`src/design/sps_pkg.sv`:
```
// Package: constants and types of the stepper phase sequencer
`default_nettype none
package sps_pkg;
  // Clock rate and input hold figures
  localparam int unsigned CLK_HZ          = 10_000_000;
  localparam int unsigned RESET_WAIT_NS   = 10_000;
  localparam int unsigned RESET_WAIT_CYC  = (RESET_WAIT_NS * (CLK_HZ / 1_000_000) + 999) / 1000;
  localparam int unsigned SYNC_STAGES     = 3;

  // Phase index after reset: state 0 of the eight-step wheel drives A and B-neg
  localparam logic [2:0] PHASE_INIT = 3'h0;

  // Winding drive bundle
  typedef struct packed {
    logic one_pos;
    logic two_pos;
    logic one_neg;
    logic two_neg;
  } sps_drive_s;

  localparam sps_drive_s DRIVE_OFF = '{default: 1'b0};

  // Control inputs after synchronisation
  typedef struct packed {
    logic excitation_select;
    logic edge_select;
    logic direction_select;
    logic enable;
    logic step_clock;
  } sps_ctrl_s;
endpackage
`default_nettype wire

```
`src/design/sps_sync.sv`:
```
// Three-stage input synchroniser with agreement filter
`default_nettype none
module sps_sync
  import sps_pkg::*;
#(
  parameter int unsigned WIDTH = 5
) (
  input  wire logic             clk_sys,
  input  wire logic             sys_rst,
  input  wire logic [WIDTH-1:0] async_in,
  input  wire logic [WIDTH-1:0] init_val,
  output logic      [WIDTH-1:0] sync_out
);
  logic [WIDTH-1:0] s1_reg;
  logic [WIDTH-1:0] s2_reg;
  logic [WIDTH-1:0] s3_reg;

  always_ff @(posedge clk_sys) begin
    s1_reg <= async_in;
    s2_reg <= s1_reg;
    s3_reg <= s2_reg;
  end

  // A change counts once stages two and three agree
  genvar gi;
  generate
    for (gi = 0; gi < WIDTH; gi++) begin : g_bit
      always_ff @(posedge clk_sys) begin
        if (sys_rst) begin
          sync_out[gi] <= init_val[gi];
        end else if (s2_reg[gi] == s3_reg[gi]) begin
          sync_out[gi] <= s3_reg[gi];
        end
      end
    end
  endgenerate
endmodule
`default_nettype wire

```
`src/design/sps_sequencer.sv`:
```
// Top: phase sequencer of a unipolar two-phase stepping motor driver
// Functional notes
// - Edge select high: advance one step on each rising step clock edge only.
// - Excitation select low gives full-step, high gives half-step excitation.
// - Edge select low: rising and falling step clock edges both advance.
// - Direction select low steps forward, high steps reverse.
// - Sequencer held in reset while system_reset_n is low.
// - After reset release start with winding one positive and two negative on.
// - Enable low forces all four winding outputs off.
// - Enable high again resumes from the sequence position, which steps taken while enable was low still advance.
// - Fault output low whenever overcurrent or overheat was detected; a detection during power-on or pin reset is not flagged.
// - Detected fault latches outputs off until power-on or pin reset.
`default_nettype none
module sps_sequencer
  import sps_pkg::*;
(
  input  wire logic clk_sys,
  input  wire logic sys_rst,
  input  wire logic step_clock,
  input  wire logic excitation_select,
  input  wire logic edge_select,
  input  wire logic direction_select,
  input  wire logic system_reset_n,
  input  wire logic enable,
  input  wire logic overcurrent_detect,
  input  wire logic overheat_detect,
  output logic      winding_one_pos,
  output logic      winding_one_neg,
  output logic      winding_two_pos,
  output logic      winding_two_neg,
  output logic      fault_n,
  output logic      ready_for_step
);
  localparam int unsigned NSYNC = 8;

  logic [NSYNC-1:0] raw_in;
  logic [NSYNC-1:0] sync_in;
  sps_ctrl_s        ctrl;
  logic             rst_n_s;
  logic             fault_in_s;
  logic             clk_prev_reg;
  logic             rst_n_prev_reg;
  logic             seq_rst;
  logic             rise;
  logic             fall;
  logic             step_ev;
  logic [2:0]       phase_reg;
  logic [2:0]       phase_next;
  logic             fault_reg;
  logic [$clog2(RESET_WAIT_CYC+1)-1:0] wait_reg;
  sps_drive_s       drive_tab;
  sps_drive_s       drive_reg;
  logic             drive_mute;
  logic             wait_done;

  // Every pin enters the clock domain through the agreement filter
  assign raw_in = {overheat_detect, overcurrent_detect, system_reset_n, excitation_select,
                   edge_select, direction_select, enable, step_clock};

  sps_sync #(.WIDTH(NSYNC)) u_sync (
    .clk_sys (clk_sys),
    .sys_rst (sys_rst),
    .async_in(raw_in),
    .init_val('0),
    .sync_out(sync_in)
  );

  // Either detection feeds the fault latch
  assign fault_in_s = sync_in[7] | sync_in[6];
  assign rst_n_s    = sync_in[5];
  assign ctrl       = {sync_in[4], sync_in[3], sync_in[2], sync_in[1], sync_in[0]};

  // System reset or filtered pin reset
  // pin reset holds sequencer
  assign seq_rst = sys_rst | ~rst_n_s;

  always_ff @(posedge clk_sys) begin
    if (sys_rst) begin
      clk_prev_reg   <= 1'b0;
      rst_n_prev_reg <= 1'b0;
    end else begin
      clk_prev_reg   <= ctrl.step_clock;
      rst_n_prev_reg <= rst_n_s;
    end
  end

  // Edge detect on the filtered step clock
  assign rise = ctrl.step_clock & ~clk_prev_reg;
  assign fall = ~ctrl.step_clock & clk_prev_reg;

  // First cycle out of reset is ignored: the filter leaves its cleared value
  // then, and a step clock held high would look like a rise
  // rising edges count
  assign step_ev = rst_n_prev_reg & (rise | (fall & ~ctrl.edge_select));

  always_comb begin
    phase_next = phase_reg;
    if (ctrl.excitation_select) begin
      phase_next = ctrl.direction_select ? phase_reg - 3'h1 : phase_reg + 3'h1;
    end else begin
      // Full-step lives on even indices; snap from a one-on state first
      if (phase_reg[0]) begin
        phase_next = ctrl.direction_select ? phase_reg - 3'h1 : phase_reg + 3'h1;
      end else begin
        phase_next = ctrl.direction_select ? phase_reg - 3'h2 : phase_reg + 3'h2;
      end
    end
  end

  // Steps still count while enable is low; a latched fault freezes the position
  // initial phase after reset
  always_ff @(posedge clk_sys) begin
    if (seq_rst) begin
      phase_reg <= PHASE_INIT;
    end else if (step_ev && !fault_reg) begin
      phase_reg <= phase_next;
    end
  end

  // Reset wins over a detection in the same cycle; a detection that is
  // still present sets the latch again once reset is released
  // fault flag
  always_ff @(posedge clk_sys) begin
    if (seq_rst) begin
      fault_reg <= 1'b0;
    end else if (fault_in_s) begin
      fault_reg <= 1'b1;
    end
  end

  // Reports when the post-reset wait has elapsed
  always_ff @(posedge clk_sys) begin
    if (seq_rst) begin
      wait_reg <= '0;
    end else if (!wait_done) begin
      wait_reg <= wait_reg + 1'b1;
    end
  end

  assign wait_done = (wait_reg == RESET_WAIT_CYC[$bits(wait_reg)-1:0]);

  // Wheel: 0 A+B-, 1 A, 2 A+B, 3 B, 4 An+B, 5 An, 6 An+Bn, 7 Bn
  always_comb begin
    drive_tab = DRIVE_OFF;
    case (phase_reg)
      3'h0: begin
        drive_tab.one_pos = 1'b1;
        drive_tab.two_neg = 1'b1;
      end
      3'h1: drive_tab.one_pos = 1'b1;
      3'h2: begin
        drive_tab.one_pos = 1'b1;
        drive_tab.two_pos = 1'b1;
      end
      3'h3: drive_tab.two_pos = 1'b1;
      3'h4: begin
        drive_tab.one_neg = 1'b1;
        drive_tab.two_pos = 1'b1;
      end
      3'h5: drive_tab.one_neg = 1'b1;
      3'h6: begin
        drive_tab.one_neg = 1'b1;
        drive_tab.two_neg = 1'b1;
      end
      default: drive_tab.two_neg = 1'b1;
    endcase
  end

  assign drive_mute = sys_rst | ~ctrl.enable | fault_reg | ~rst_n_s;

  // One drive flop per winding output
  genvar wi;
  generate
    for (wi = 0; wi < $bits(sps_drive_s); wi++) begin : g_drive
      always_ff @(posedge clk_sys) begin
        if (drive_mute) begin
          drive_reg[wi] <= 1'b0;
        end else begin
          drive_reg[wi] <= drive_tab[wi];
        end
      end
    end
  endgenerate

  assign winding_one_pos = drive_reg.one_pos;
  assign winding_one_neg = drive_reg.one_neg;
  assign winding_two_pos = drive_reg.two_pos;
  assign winding_two_neg = drive_reg.two_neg;

  always_ff @(posedge clk_sys) begin
    if (sys_rst) begin
      fault_n <= 1'b1;
    end else begin
      fault_n <= ~fault_reg;
    end
  end

  // Ready once the pin reset is released and the wait has run out
  always_ff @(posedge clk_sys) begin
    if (sys_rst) begin
      ready_for_step <= 1'b0;
    end else begin
      ready_for_step <= rst_n_prev_reg && wait_done;
    end
  end
endmodule
`default_nettype wire

```
`config.mk`:
```
export PLATFORM = sky130hd
export DESIGN_NAME = sps_sequencer
export DESIGN_NICKNAME = d
export VERILOG_FILES = /design/src/design/sps_pkg.sv /design/src/design/sps_sync.sv /design/src/design/sps_sequencer.sv
export SDC_FILE = /design/constraint.sdc
export NUM_CORES = 1
export LEC_CHECK = 0
export BUFFER_PORTS_ARGS = -buffer_cell sky130_fd_sc_hd__buf_2
export CORE_AREA = 2 2 72 74
export CTS_CLUSTER_DIAMETER = 30
export DETAILED_ROUTE_END_ITERATION = 8
export DIE_AREA = 0 0 74 76
export GPL_TIMING_DRIVEN = 0
export PLACE_DENSITY = 0.52
export SYNTH_ARGS = -nofsm -noshare
export SYNTH_HDL_FRONTEND = slang
export SYNTH_SLANG_ARGS = --single-unit
```
`constraint.sdc`:
```
create_clock -name clk_sys -period 3.8 [get_ports clk_sys]
set_clock_uncertainty 0.2 [all_clocks]
set_input_delay 0.38 -clock clk_sys [delete_from_list [all_inputs] [get_ports clk_sys]]
set_output_delay 0.38 -clock clk_sys [all_outputs]
set_load 0.01 [all_outputs]
```
==> reports/metrics.csv <==
metric,value,unit
CTS sink count,51,
status,"complete, no violations",
most area-consuming cells after synthesis,"dfxtp_1 61%, ha_1 6.0%, a21oi_1 3.0%",
Synthesized Nets,167,
Yosys cell types,28,
Yosys top cell area share,61.5,%
Mapped Area,1660,um2
hold_ws,0.132,ns
Synth Area in Compound Gates,10.4,%
first-pass GRT wire length,4460,um
most numerous cell in the Yosys netlist,dfxtp_1,
Placed Cells,234,
Worst-path clk slew,0.09,ns
"Top FF cell, synth",dfxtp_1,
# port buffers,15,
drt initial violations,33,
DRC,0,
post-synthesis sequential area ratio,61.5,%
post-DP HPWL,1810,um
First-pass DRT Iterations,4,
GPL Wtd Cong,0.732,
die height,76,um
CP cell instances,"ha_1, ha_1, nor2b_1, a211oi_1, a211oi_1, a211oi_1",
CP dominant cell by count,a211oi_1,
CTS tree,yes,
GRT Total Usage,10.2,%
Root Driver,clkbuf_8,
# hold bufs at CTS,8,
r2r startpoint,phase_reg[0],
post-CTS setup buffers,0,
WP data arrival,1.78,ns
footprint of the multi-input gates,598,um2
XOR/XNOR share of the synthesized area,5.28,%
period utilization,46.5,%
Area Overhead vs Synth,22.6,%
Worst Setup Start Kind,register,
HP Class,register to register,
Worst-Skew Late Latency,0.29,ns
top post-synthesis cells by count,"51 x dfxtp_1, 11 x nand2_1, 10 x a21oi_1, 9 x nor2_1, 9 x o21ai_0",
total die area,5620,um2
post-CTS sizing,0,
post-route ant nets,0,
FF+latch area,1020,um2
crit end category,register,
worst stage delay on the critical path,0.37,ns
largest family of logic cells by synthesized area,simple AND/OR/NAND/NOR gates,
cells after synthesis,149,
Routed WL per cell,9.99,um
via count,1059,
Post-synth EDFFs,0,
final hold violation count,0,
Setup crit start,phase_reg[0],
fill cell count,484,
actual slew at the worst max-slew pin,0.502,ns
number of max-cap violations,0,
min cycle time layout,1.77,ns
Starting Density,33.8,%
Synth Register Bits,51,
slowest CP cell,dfxtp_1,
hold path startpoint,u_sync.s1_reg[5],
synthesized area per cell,11.1,um2
Core ar.,4910,um2
asr flop ratio synth,0,%
DRT Wirelength,2500,um
WP data required,3.82,ns
worst vdd ir,0.000183,V
Rows,26,
number of vias per cell,4.24,
RSZ-0062 raised after global routing,no,
post-route insts no fill,250,
post-route setup TNS,0,ns
initial antenna violation count,0,
pin count of the biggest net entering global routing,16,
H-tree depth,2,
fmax,566,MHz
n_diodes,0,
WS Path Type,register to register,
number of global-route vias before repair,1032,
layout cells sized above 1,14.4,%
Tot Pwr,1030,uW
Crit Path Max Fanout,6,
PwrDens,504,nW/um2
Max Transition Viols Final,0,
top cell type by total area after synthesis,dfxtp_1,
Max-slew headroom,66.4,%
Final Core Density,41.4,%
Max clock buf depth,2,
# IOs,16,
die extent in x,74,um
adder-cell share of the synthesized area,6.03,%
TritonCTS Buffers,5,
post-synthesis mux area share,0.603,%
Yosys warnings,0,
Simple-Gate Fraction of Synth Area,13.7,%
Final #Nets,197,
Final setup viols,0,
leakage power,0.000800,uW
Overflow after GRT,0,
==> where the power goes <==
group	internal (uW)	switching, uW	total [uW]
combinational	18.4	13.9	32.3
sequential	555	11.1	566
clock	263	164	426
total	837	189	1030
==> per-stage QoR <==
step                setup slack [ns]  cell area (um2)
global placement                2.09             1820
global route                    1.84             2040
detailed placement              2.05             1820
floorplan                       2.16             1660
finish                          2.03             2040
CTS                             2.03             2040
==> placed cells by master (no fill, tap or decap), drive strengths merged <==
cell         count
ha               8
nor3             3
bufinv           2
clkbuf           7
and3b            1
nor2b            4
nand2           11
a211oi           4
nor2             9
o311a            2
and3             2
a21boi           1
o2111ai          1
inv              7
dfxtp           51
mux2i            1
o22ai            1
nand3            4
o21ai           10
nand4b           1
xnor2            5
buf             17
a21oi           10
xor2             5
nand2b           2
dlygate4sd3      8
nor3b            3
==> cell type report <==
class,count,area share [%]
flip-flops and latches,51,50.2
multi-input cells,88,29.4
repair buffers,23,7.62
well taps,70,4.30
clock buffers,6,3.56
clock inverters,2,2.95
inverters,7,1.29
plain buffers,3,0.738
==> worst paths after layout <==
path	to	slack, ns	cells after the start
setup / recovery	phase_reg[2]	2.03	6
hold / removal	u_sync.s2_reg[5]	0.13	0
setup reg to reg	phase_reg[2]	2.03	6
hold reg to reg	u_sync.s2_reg[5]	0.13	0
==> worst max-delay path, delay by kind of cell, from the launching register on <==
kind / cells / cell delay [ns]
and+or+nand+nor: 1 / 0.13
adders and majority gates: 2 / 0.48
AOI/OAI and AO/OA: 3 / 0.51
DFF: 1 / 0.37
==> cell families (layout without fill, tap and decap cells) <==
family                     Yosys count  in the layout
AOI/OAI and AO/OA                   29             29
muxes                                1              1
buffers and inverters               10             41
and+or+nand+nor                     40             40
DFF                                 51             51
xor gates and xnor gates            10             10
adders and majority gates            8              8
==> routing by layer <==
layer  track usage (%)  wire length, um  part of all wire [%]  vias up
met2              15.4             1130                    45       16
li1                  -                -                     -      559
met3              3.97              105                   4.2        6
met4              4.36               54                   2.2        0
met5                 0                0                     0        -
met1              12.7             1200                    48      478
Note: power is estimated with default switching activity, not from simulation.
